[config.mk]
export PLATFORM = sky130hd
export DESIGN_NAME = lrfsc_top
export DESIGN_NICKNAME = d
export VERILOG_FILES = /design/src/rtl/lrfsc_pkg.sv /design/src/rtl/lrfsc_sync.sv /design/src/rtl/lrfsc_mem.sv /design/src/rtl/lrfsc_top.sv
export SDC_FILE = /design/constraint.sdc
export NUM_CORES = 1
export LEC_CHECK = 0
export BUFFER_PORTS_ARGS = -buffer_cell sky130_fd_sc_hd__buf_2
export CORE_ASPECT_RATIO = 0.6
export CORE_MARGIN = 2
export CORE_UTILIZATION = 40
export DETAILED_ROUTE_END_ITERATION = 16
export PLACE_DENSITY = 0.58
export SETUP_SLACK_MARGIN = 0.02
export SLEW_MARGIN = 20
export SYNTH_ARGS = -nofsm -noshare
export SYNTH_HDL_FRONTEND = slang
export SYNTH_SLANG_ARGS = --single-unit
[constraint.sdc]
create_clock -name mclk -period 4.5 [get_ports mclk]
set_input_delay 0.45 -clock mclk [delete_from_list [all_inputs] [get_ports mclk]]
set_output_delay 0.45 -clock mclk [all_outputs]
set_load 0.02 [all_outputs]
[src/rtl/lrfsc_pkg.sv]
// Package with register map, field layout and the link sample carrier of the receive FIFO block.
package lrfsc_pkg;

  // Register offsets on the plain register port.
  localparam logic [7:0] ADDR_WINDOW = 8'h00;
  localparam logic [7:0] ADDR_RX_CTRL = 8'h04;
  localparam logic [7:0] ADDR_STATUS = 8'h06;
  localparam logic [7:0] ADDR_FIFO_CTRL = 8'h08;
  localparam logic [7:0] ADDR_FILL = 8'h0A;
  localparam logic [7:0] ADDR_LINE_CODES = 8'h0C;
  localparam logic [7:0] ADDR_FRAME_CODES = 8'h0E;
  localparam logic [7:0] ADDR_LINE_TALLY = 8'h10;
  localparam logic [7:0] ADDR_DU_TALLY = 8'h12;

  // Field positions.
  localparam int BIT_RECEIVE_ENABLE = 0;
  localparam int BIT_END_CODE_CHECK = 3;
  localparam int BIT_LEVEL_REQ_ENABLE = 10;
  localparam int BIT_OVERRUN = 0;
  localparam int BIT_UNDERRUN = 1;
  localparam int BIT_LEVEL = 2;
  localparam int BIT_FLUSH = 0;
  localparam int TRIG_LSB = 4;
  localparam int TRIG_MSB = 6;
  localparam int FILL_MSB = 4;
  localparam int START_CODE_LSB = 8;
  localparam int START_CODE_MSB = 15;
  localparam int END_CODE_MSB = 7;

  // Reset values.
  localparam logic [2:0] TRIG_RESET = 3'h7;
  localparam logic [15:0] CODES_RESET = 16'h0000;
  localparam logic [15:0] TALLY_RESET = 16'h0000;

  // Receive FIFO geometry.
  localparam int FIFO_DEPTH = 16;
  localparam int FIFO_AW = 4;
  localparam int WORD_W = 32;
  localparam int CODE_W = 8;

  // One sample of the deserialiser pins, moved across the clock boundary as a whole.
  typedef struct packed {
    logic link_clk;
    logic word_stb;
    logic code_stb;
    logic [WORD_W-1:0] word;
    logic [CODE_W-1:0] code;
  } lrfsc_link_t;

endpackage

[src/rtl/lrfsc_sync.sv]
// Two-stage synchroniser for the link sample bundle.
`timescale 1ns/1ps
module lrfsc_sync
  import lrfsc_pkg::*;
#(
  parameter int W = $bits(lrfsc_link_t)
) (
  input wire logic mclk,
  input wire logic rst_n,
  input wire logic [W-1:0] async_in,
  output logic [W-1:0] sync_out
);

  logic [W-1:0] meta_q;

  // The first stage feeds only the second stage, never any logic.
  always_ff @(posedge mclk or negedge rst_n) begin
    if (!rst_n) begin
      meta_q <= '0;
      sync_out <= '0;
    end else begin
      meta_q <= async_in;
      sync_out <= meta_q;
    end
  end

endmodule

[src/rtl/lrfsc_mem.sv]
// Sixteen-entry receive FIFO storage with registered read data.
`timescale 1ns/1ps
module lrfsc_mem
  import lrfsc_pkg::*;
#(
  parameter int DW = WORD_W,
  parameter int AW = FIFO_AW
) (
  input wire logic mclk,
  input wire logic we,
  input wire logic [AW-1:0] waddr,
  input wire logic [DW-1:0] wdata,
  input wire logic re,
  input wire logic [AW-1:0] raddr,
  output logic [DW-1:0] rdata
);

  logic [DW-1:0] mem_q [0:(1<<AW)-1];

  // Storage holds no reset; the fill count alone says which entries are valid.
  always_ff @(posedge mclk) begin
    if (we) begin
      mem_q[waddr] <= wdata;
    end
    // A word written to the address being read passes straight through, so the head is never stale.
    if (re) begin
      rdata <= (we && waddr == raddr) ? wdata : mem_q[raddr];
    end
  end

endmodule

[src/rtl/lrfsc_top.sv]
// Receive FIFO, status flags, control codes and line and data-unit tallies of the serial receiver.
// Functional notes
// - Level flag sets when fill reaches trigger.
// - Software clears level flag after draining.
// - DMA completion below trigger clears level flag.
// - Controller completion, requests enabled, clears flag.
// - Reset clears flags, FIFO, fill, tallies.
// - Reading empty window sets underrun flag.
// - Seventeenth stored word sets overrun flag.
// - Overrun keeps data, refuses new words.
// - Flags clear by zero after reading one.
// - Trigger code n selects 2n entries.
// - Flush empties FIFO, bit returns to zero.
// - Fill level readable as five bits.
// - Four programmable eight-bit control codes.
// - Line tally updates at frame end.
// - Lines count from reception start without frame start.
// - Data-unit tally updates at each end code.
// - Tallies meaningful only with end-code checking.
// - Control codes matched against four values.
// - Level request follows flag and enable.
// - Window word holds channel 0 high, 1 low.
//
// Local design decisions: the register offsets and the strobed register port.
`timescale 1ns/1ps
module lrfsc_top
  import lrfsc_pkg::*;
#(
  parameter int DEPTH = FIFO_DEPTH
) (
  input wire logic mclk,
  input wire logic rst_n,
  input wire logic [7:0] addr,
  input wire logic [31:0] wdata,
  input wire logic wr,
  input wire logic rd,
  output logic [31:0] rdata,
  input wire logic link_clk,
  input wire logic link_word_stb,
  input wire logic [31:0] link_word,
  input wire logic link_code_stb,
  input wire logic [7:0] link_code,
  input wire logic dma_done,
  input wire logic xfer_done,
  input wire logic xfer_request_disable,
  output logic level_reached_request
);

  // Link side sampling.
  lrfsc_link_t link_raw;
  lrfsc_link_t link_s;
  logic link_clk_prev_q;

  assign link_raw = '{link_clk: link_clk, word_stb: link_word_stb, code_stb: link_code_stb,
                      word: link_word, code: link_code};

  lrfsc_sync u_sync (
    .mclk(mclk),
    .rst_n(rst_n),
    .async_in(link_raw),
    .sync_out(link_s)
  );

  // Data and strobes are sampled on the rising edge of the synchronised link clock.
  // The deserialiser holds them for a whole link period, so they are settled by then.
  always_ff @(posedge mclk or negedge rst_n) begin
    if (!rst_n) begin
      link_clk_prev_q <= 1'b0;
    end else begin
      link_clk_prev_q <= link_s.link_clk;
    end
  end

  wire link_rise = link_s.link_clk && !link_clk_prev_q;
  wire word_evt = link_rise && link_s.word_stb;
  wire code_evt = link_rise && link_s.code_stb;

  // Software registers.
  logic receive_enable_q, end_code_check_q, level_request_enable_q;
  logic [2:0] trig_code_q;
  logic flush_q;
  logic [15:0] line_code_values_q, frame_code_values_q;
  logic [15:0] line_tally_q, data_unit_tally_q;
  logic [15:0] line_cnt_q, du_cnt_q;
  logic in_data_q;
  logic re_prev_q;
  wire [2:0] flag_q, armed_q;
  logic [FIFO_AW-1:0] wr_ptr_q, rd_ptr_q;
  logic [FILL_MSB:0] count_q, count_d;
  logic [31:0] reg_rdata_q;
  logic [WORD_W-1:0] mem_rdata;

  // Address decode.
  wire sel_window = addr == ADDR_WINDOW;
  wire sel_rx_ctrl = addr == ADDR_RX_CTRL;
  wire sel_status = addr == ADDR_STATUS;
  wire sel_fifo_ctrl = addr == ADDR_FIFO_CTRL;
  wire sel_fill = addr == ADDR_FILL;
  wire sel_line_codes = addr == ADDR_LINE_CODES;
  wire sel_frame_codes = addr == ADDR_FRAME_CODES;
  wire sel_line_tally = addr == ADDR_LINE_TALLY;
  wire sel_du_tally = addr == ADDR_DU_TALLY;

  // Trigger level is twice the code; code 000 is prohibited and would trigger on an empty FIFO.
  wire [FILL_MSB:0] trig_level = {1'b0, trig_code_q, 1'b0};
  wire at_level = count_q >= trig_level;
  wire fifo_full = count_q == DEPTH[FILL_MSB:0];
  wire fifo_empty = count_q == '0;

  // Control code identification against the four programmed values.
  wire is_frame_start = code_evt && link_s.code == frame_code_values_q[START_CODE_MSB:START_CODE_LSB];
  wire is_frame_end = code_evt && link_s.code == frame_code_values_q[END_CODE_MSB:0];
  wire is_line_start = code_evt && link_s.code == line_code_values_q[START_CODE_MSB:START_CODE_LSB];
  wire is_line_end = code_evt && link_s.code == line_code_values_q[END_CODE_MSB:0];
  wire any_start = is_frame_start || is_line_start;
  wire any_end = end_code_check_q && (is_frame_end || is_line_end);
  wire re_rise = receive_enable_q && !re_prev_q;

  // FIFO push and pop; with end-code checking, words after an end code are refused until the next start.
  wire store_try = word_evt && receive_enable_q && (in_data_q || !end_code_check_q);
  wire push = store_try && !flag_q[BIT_OVERRUN] && !fifo_full && !flush_q;
  wire over_evt = store_try && !flag_q[BIT_OVERRUN] && fifo_full;
  wire win_rd = rd && sel_window;
  wire pop = win_rd && !fifo_empty && !flush_q;
  wire under_evt = win_rd && fifo_empty;
  // The storage always reads the entry that will stand at the head in the next cycle.
  wire [FIFO_AW-1:0] rd_ptr_d = flush_q ? '0 : rd_ptr_q + FIFO_AW'(pop);

  lrfsc_mem u_mem (
    .mclk(mclk),
    .we(push),
    .waddr(wr_ptr_q),
    .wdata(link_s.word),
    .re(1'b1),
    .raddr(rd_ptr_d),
    .rdata(mem_rdata)
  );

  // Fill count; a flush wins over a push or pop in the same cycle.
  always_comb begin
    count_d = count_q;
    if (flush_q) begin
      count_d = '0;
    end else if (push && !pop) begin
      count_d = count_q + 5'h01;
    end else if (pop && !push) begin
      count_d = count_q - 5'h01;
    end
  end

  always_ff @(posedge mclk or negedge rst_n) begin
    if (!rst_n) begin
      count_q <= '0;
      wr_ptr_q <= '0;
      rd_ptr_q <= '0;
    end else begin
      count_q <= count_d;
      wr_ptr_q <= flush_q ? '0 : wr_ptr_q + FIFO_AW'(push);
      rd_ptr_q <= rd_ptr_d;
    end
  end

  // Status flag set and clear terms; a set always beats a clear in the same cycle.
  wire st_wr = wr && sel_status;
  wire auto_clear = (dma_done || (xfer_done && !xfer_request_disable)) && !at_level;
  wire [2:0] flag_set;
  wire [2:0] flag_clr;
  assign flag_set[BIT_OVERRUN] = over_evt;
  assign flag_set[BIT_UNDERRUN] = under_evt;
  assign flag_set[BIT_LEVEL] = at_level;

  genvar g;
  generate
    for (g = 0; g < 3; g++) begin : g_flag
      logic flag_bit_q;
      logic armed_bit_q;
      // A zero written counts only if this flag was read as one since the last status write.
      wire sw_clear = st_wr && !wdata[g] && armed_q[g];
      if (g == BIT_LEVEL) begin : g_lvl
        assign flag_clr[g] = (sw_clear && !at_level) || auto_clear;
      end else begin : g_err
        assign flag_clr[g] = sw_clear;
      end
      always_ff @(posedge mclk or negedge rst_n) begin
        if (!rst_n) begin
          flag_bit_q <= 1'b0;
          armed_bit_q <= 1'b0;
        end else begin
          flag_bit_q <= flag_set[g] || (flag_bit_q && !flag_clr[g]);
          armed_bit_q <= st_wr ? 1'b0 : (armed_bit_q || (rd && sel_status && flag_bit_q));
        end
      end
      assign flag_q[g] = flag_bit_q;
      assign armed_q[g] = armed_bit_q;
    end
  endgenerate

  // Receiver control, FIFO control and code registers.
  always_ff @(posedge mclk or negedge rst_n) begin
    if (!rst_n) begin
      receive_enable_q <= 1'b0;
      end_code_check_q <= 1'b0;
      level_request_enable_q <= 1'b0;
      trig_code_q <= TRIG_RESET;
      flush_q <= 1'b0;
      line_code_values_q <= CODES_RESET;
      frame_code_values_q <= CODES_RESET;
      re_prev_q <= 1'b0;
    end else begin
      re_prev_q <= receive_enable_q;
      if (wr && sel_rx_ctrl) begin
        receive_enable_q <= wdata[BIT_RECEIVE_ENABLE];
        end_code_check_q <= wdata[BIT_END_CODE_CHECK];
        level_request_enable_q <= wdata[BIT_LEVEL_REQ_ENABLE];
      end
      if (wr && sel_fifo_ctrl) begin
        trig_code_q <= wdata[TRIG_MSB:TRIG_LSB];
      end
      // The flush bit drops by itself on the same edge that empties the FIFO.
      flush_q <= wr && sel_fifo_ctrl && wdata[BIT_FLUSH];
      if (wr && sel_line_codes) begin
        line_code_values_q <= wdata[15:0];
      end
      if (wr && sel_frame_codes) begin
        frame_code_values_q <= wdata[15:0];
      end
    end
  end

  // Line and data-unit tallies; their values carry no meaning while end-code checking is off.
  always_ff @(posedge mclk or negedge rst_n) begin
    if (!rst_n) begin
      line_cnt_q <= '0;
      du_cnt_q <= '0;
      line_tally_q <= TALLY_RESET;
      data_unit_tally_q <= TALLY_RESET;
      in_data_q <= 1'b0;
    end else begin
      if (re_rise || is_frame_start) begin
        line_cnt_q <= '0;
      end else if (any_end) begin
        line_cnt_q <= line_cnt_q + 16'h0001;
      end
      if (re_rise || any_start) begin
        du_cnt_q <= '0;
      end else if (push) begin
        du_cnt_q <= du_cnt_q + 16'h0001;
      end
      if (end_code_check_q && is_frame_end) begin
        line_tally_q <= line_cnt_q + 16'h0001;
      end
      if (any_end) begin
        data_unit_tally_q <= du_cnt_q;
      end
      if (any_start) begin
        in_data_q <= 1'b1;
      end else if (any_end || !receive_enable_q) begin
        in_data_q <= 1'b0;
      end
    end
  end

  // Read data leave through one flop; the window takes the head entry the storage already holds.
  always_ff @(posedge mclk or negedge rst_n) begin
    if (!rst_n) begin
      reg_rdata_q <= '0;
    end else begin
      reg_rdata_q <= '0;
      if (rd) begin
        unique case (1'b1)
          sel_window: reg_rdata_q <= mem_rdata;
          sel_rx_ctrl: begin
            reg_rdata_q[BIT_RECEIVE_ENABLE] <= receive_enable_q;
            reg_rdata_q[BIT_END_CODE_CHECK] <= end_code_check_q;
            reg_rdata_q[BIT_LEVEL_REQ_ENABLE] <= level_request_enable_q;
          end
          sel_status: reg_rdata_q[2:0] <= flag_q;
          sel_fifo_ctrl: reg_rdata_q[TRIG_MSB:TRIG_LSB] <= trig_code_q;
          sel_fill: reg_rdata_q[FILL_MSB:0] <= count_q;
          sel_line_codes: reg_rdata_q[15:0] <= line_code_values_q;
          sel_frame_codes: reg_rdata_q[15:0] <= frame_code_values_q;
          sel_line_tally: reg_rdata_q[15:0] <= line_tally_q;
          sel_du_tally: reg_rdata_q[15:0] <= data_unit_tally_q;
          default: reg_rdata_q <= '0;
        endcase
      end
    end
  end

  // An underrun read returns whatever the storage holds; the value is undefined by design.
  assign rdata = reg_rdata_q;

  // Level request towards DMA or the transfer controller.
  always_ff @(posedge mclk or negedge rst_n) begin
    if (!rst_n) begin
      level_reached_request <= 1'b0;
    end else begin
      level_reached_request <= flag_q[BIT_LEVEL] && level_request_enable_q;
    end
  end

  // Checks.
  AST_LEVEL_SET: assert property (@(posedge mclk) disable iff (!rst_n)
    at_level |=> flag_q[BIT_LEVEL])
    else $error("level flag not set at trigger level");

  AST_LEVEL_SW_CLR: assert property (@(posedge mclk) disable iff (!rst_n)
    (st_wr && !wdata[BIT_LEVEL] && armed_q[BIT_LEVEL] && !at_level) |=> !flag_q[BIT_LEVEL])
    else $error("level flag not cleared by software");

  AST_AUTO_CLR: assert property (@(posedge mclk) disable iff (!rst_n)
    (dma_done && !at_level) |=> !flag_q[BIT_LEVEL])
    else $error("level flag kept after DMA completion");

  AST_UNDERRUN: assert property (@(posedge mclk) disable iff (!rst_n)
    (win_rd && count_q == 5'h00) |=> flag_q[BIT_UNDERRUN] && count_q == 5'($past(push)))
    else $error("underrun not flagged");

  AST_OVERRUN: assert property (@(posedge mclk) disable iff (!rst_n)
    over_evt |=> flag_q[BIT_OVERRUN] && count_q == 5'h10 - 5'($past(pop)))
    else $error("overrun not flagged or data lost");

  AST_REFUSE: assert property (@(posedge mclk) disable iff (!rst_n)
    flag_q[BIT_OVERRUN] |-> !push)
    else $error("word stored during overrun");

  AST_WRITE_ONE: assert property (@(posedge mclk) disable iff (!rst_n)
    (st_wr && wdata[BIT_UNDERRUN] && flag_q[BIT_UNDERRUN]) |=> flag_q[BIT_UNDERRUN])
    else $error("writing one cleared a flag");

  AST_FLUSH: assert property (@(posedge mclk) disable iff (!rst_n)
    (wr && sel_fifo_ctrl && wdata[BIT_FLUSH]) |=> flush_q ##1 (!flush_q && count_q == 5'h00))
    else $error("flush did not empty the FIFO");

  AST_FILL_MAX: assert property (@(posedge mclk) disable iff (!rst_n)
    count_q <= 5'h10)
    else $error("fill count beyond sixteen");

  AST_LINE_TALLY: assert property (@(posedge mclk) disable iff (!rst_n)
    (end_code_check_q && is_frame_end) |=> line_tally_q == $past(line_cnt_q) + 16'h0001)
    else $error("line tally not updated at frame end");

  AST_REQUEST: assert property (@(posedge mclk) disable iff (!rst_n)
    (flag_q[BIT_LEVEL] && level_request_enable_q) |=> level_reached_request)
    else $error("level request missing");

  COV_OVERRUN: cover property (@(posedge mclk) disable iff (!rst_n) over_evt);
  COV_UNDERRUN: cover property (@(posedge mclk) disable iff (!rst_n) under_evt);
  COV_LEVEL_REQ: cover property (@(posedge mclk) disable iff (!rst_n) $rose(level_reached_request));
  COV_FRAME_END: cover property (@(posedge mclk) disable iff (!rst_n) end_code_check_q && is_frame_end);

endmodule

==> results.txt <==
combinational family with the most area after synthesis -> multiplexers
total track usage -> 18.4%
unrepaired setup endpoints after global routing -> no
Slew @ Worst Pin -> 1.12 ns
via count -> 15500
YS warnings -> 0
Post-synth ARST share -> 32.1%
Final Setup Violations -> 0
vias in the first global route -> 15800
final WL -> 68800 um
remaining antenna violation count -> 0
Starting Density -> 40.3%
DRC Markers -> 0
area share of the largest cell type after synthesis -> 51.9%
setup TNS -> 0 ns
WL/cell -> 24.1 um
Syn Inst Count -> 1620
top cells by area, synth -> edfxtp_1 52%, dfrtp_1 20%, mux4_2 11%, mux2_2 1.8%, mux2i_1 1.7%
placed cell count -> 2674
xor and xnor fraction of the mapped netlist area -> 1.98%
final hold vios -> 0
post-CTS setup buffer count -> 0
Mapped Nets -> 1724
largest net degree at the start of global routing -> 96
Area Overhead vs Synth -> 16.2%
reg2reg start -> count_q[1]
pre-CTS WS -> 1.10 ns
Yosys top cell by area -> edfxtp_1
complex-gate fraction of the synthesized area -> 3.40%
site row count -> 77
CP Cell Sequence -> nor4_1, a21oi_1, and3b_1, o21ai_0, ha_1, a21o_1, a21o_1, nor4_1, o21ai_0, nor3b_1
min Tclk post-route -> 3.48 ns
slowest cell on the critical path -> nor4_1
Pwr Total -> 0.0144 W
Comb pwr share -> 3.1%
CTS tree -> built
Hold Startpoint -> wdata[8]
register area share after synthesis -> 72.8%
Die H -> 215 um
Detailed Place HPWL -> 41500 um
Die Width -> 355 um
CP Buf/Inv Count -> 0
CP Class -> flop to flop
max-capacitance violation count -> 0
relative slew slack -> 25.1%
# IOs -> 123
reg-to-reg slack, setup -> 1.02 ns
Min-Delay Path Depth -> 2
DIE AREA -> 76400 um2
final worst slack -> 1.02 ns
TritonCTS Buffers -> 72
Worst EP arrival -> 3.94 ns
fraction of layout cells with a size suffix above 1 -> 25.9%
Fill cells -> 6156
skew final -> 0.0288 ns
Worst-Skew Late Latency -> 0.62 ns
CP startpoint kind -> flop
VDD IR-drop max -> 0.271 mV
port bufs -> 106
Hold Path End -> frame_code_values_q[8]
gr ovfl total -> 0
H-tree levels -> 3
kind of end point of the critical path -> flop
status -> finished clean
Reg clk slew, reported paths -> 0.06 ns
Lkg Pwr -> 12.3 nW
drt initial violations -> 1745
CTS sink cnt -> 760
core area -> 73500 um2
Max clock buf depth -> 3
Hold Buf Count CTS -> 44
initial antenna violation count -> 1
Yosys reg bits -> 760
post-synthesis adder-cell area fraction -> 0.616%
# resized after CTS -> 0
first-pass GRT wire length -> 105000 um
CP delay by family, top -> simple AND/OR/NAND/NOR gates
simple-gate share of the synthesized area -> 5.19%
Final #Nets -> 1909
Diodes inserted -> 0
Pins Over Slew Limit -> 0
library cells used by synthesis -> 67
power per cell area -> 417 nW/um2
placer congestion estimate -> 0.875
mux share of post-synthesis cell area -> 14.7%
Pint -> 0.0114 W
sw frac -> 20.7%
data required time of the worst path -> 4.96 ns
clk root buf -> clkbuf_16
synthesized area -> 29600 um2
peak fanout along the critical path -> 7
HP Class -> primary input to flop
sequential share of power -> 53.5%
Psw -> 0.00298 W
cells on worst reg2reg path -> 10
routed vias/inst -> 5.45
R2R Path End -> count_q[4]
Max Fclk -> 287 MHz
part of the power in the clock network -> 43.5%
non-filler cells, final -> 2851
Top FF cell, synth -> edfxtp_1
Hold WS -> 0.0877 ns
Post-synth EDFFs -> 512
slowest stage delay, CP -> 0.64 ns
period utilization -> 77.4%
drt first pass iters -> 5
syn_area_per_cell -> 18.3 um2
[cell usage in the layout (no fill, tap or decap), drive strengths merged, types with 13 or more instances in the layout]
master,instances
xnor2,38
dfrtp,241
o21ai,41
xor2,29
mux2i,50
nand3,35
clkbuf,102
buf,146
nor2b,30
a21oi,30
nand2b,23
dlygate4sd3,44
ha,13
mux2,58
mux4,141
clkinv,20
nor3,22
nand2,67
edfxtp,512
a22o,24
nor2,53
[worst register-to-register path: stages, from the launching register on]
cell	delay, ns
dfrtp_1	0.47
nor4_1	0.64
a21oi_1	0.29
and3b_1	0.35
o21ai_0	0.29
ha_1	0.37
a21o_1	0.16
a21o_1	0.20
nor4_1	0.28
o21ai_0	0.15
nor3b_1	0.15
[registers in the layout, summed over array words and instances, names as in the netlist, 3 cells and up, named ones only]
signal               flops
rdata                   32
line_cnt_q              16
frame_code_values_q     16
u_mem.mem_q            512
line_code_values_q      16
data_unit_tally_q       16
u_sync.meta_q           43
g_flag.flag_bit_q        3
u_sync.sync_out         43
line_tally_q            16
wr_ptr_q                 4
rd_ptr_q                 4
count_q                  5
du_cnt_q                16
g_flag.armed_bit_q       3
trig_code_q              3
[synth_stat cells, types with 5 or more instances]
master and count:
a21boi_0 5, a21oi_1 30, a221oi_1 8, a22o_1 24, a31oi_1 8, and2_1 6, and3_1 12, buf_1 10
buf_2 24, clkbuf_1 39, dfrtp_1 241, edfxtp_1 512, ha_1 13, inv_1 8, mux2_2 47, mux2_4 10
mux2i_1 50, mux4_2 141, nand2_1 65, nand2b_1 23, nand3_1 35, nand3b_1 6, nand4_1 12, nor2_1 53
nor2b_1 30, nor3_1 22, nor4_1 7, o21ai_0 41, xnor2_1 38, xor2_1 29
[cells by family (layout without fill, tap and decap cells)]
logic type,count (synthesis),count (layout)
muxes,249,249
DFF,760,760
AOI/OAI and AO/OA,150,150
adders and majority gates,14,14
and+or+nand+nor,293,293
xor gates and xnor gates,67,67
buffers and inverters,87,331
[routing by layer]
layer	track usage [%]	wire length, um	vias up	part of all wire (%)
met5	0	0	-	0
met4	3.84	1120	0	1.6
met3	3.76	4210	85	6.1
met2	25.7	29600	423	43
met1	29.6	33900	8336	49
li1	-	-	6699	-
[metrics by stage]
step / cell area, um2 / util, %
2_1_floorplan: 29600 / -
3_3_place_gp: 31600 / 42.9
3_5_place_dp: 31600 / 42.9
4_1_cts: 34400 / 46.8
5_1_grt: 34400 / 46.8
6_report: 34400 / 46.8
[worst max-delay path by stage]
| stage | start | endpoint | slack (ns) | cells after the start |
|---|---|---|---|---|
| 6_report | count_q[1] | count_q[4] | 1.02 | 10 |
| 5_1_grt | count_q[1] | count_q[4] | 0.71 | 10 |
| 4_1_cts | count_q[1] | count_q[4] | 1.06 | 10 |
| 3_5_place_dp | count_q[1] | count_q[4] | 1.10 | 10 |
| 3_3_place_gp | count_q[1] | count_q[4] | 1.11 | 10 |
| 2_1_floorplan | g_flag[0].flag_bit_q | u_mem.mem_q[4][0] | 0.41 | 6 |
[area by class of cell]
class | count | area, um2 | area share, %
Multi-Input combinational cell | 773 | 7800 | 22.7
Tap cell | 987 | 1230 | 3.59
Clock inverter | 31 | 349 | 1.01
Clock buffer | 102 | 2080 | 6.04
Inverter | 8 | 30.0 | 0.0872
Sequential cell | 760 | 21600 | 62.6
Timing Repair Buffer | 190 | 1370 | 3.97
[power by group through the flow]
stage	Sequential [W]	Clock (W)	Combinational (W)
floorplan	0.00776	0	0.000270
global placement	0.00782	0	0.000412
detailed placement	0.00783	0	0.000418
CTS	0.00769	0.00641	0.000451
global route	0.00770	0.00670	0.000495
finish	0.00768	0.00625	0.000443
(Power assumes the default switching activity.)
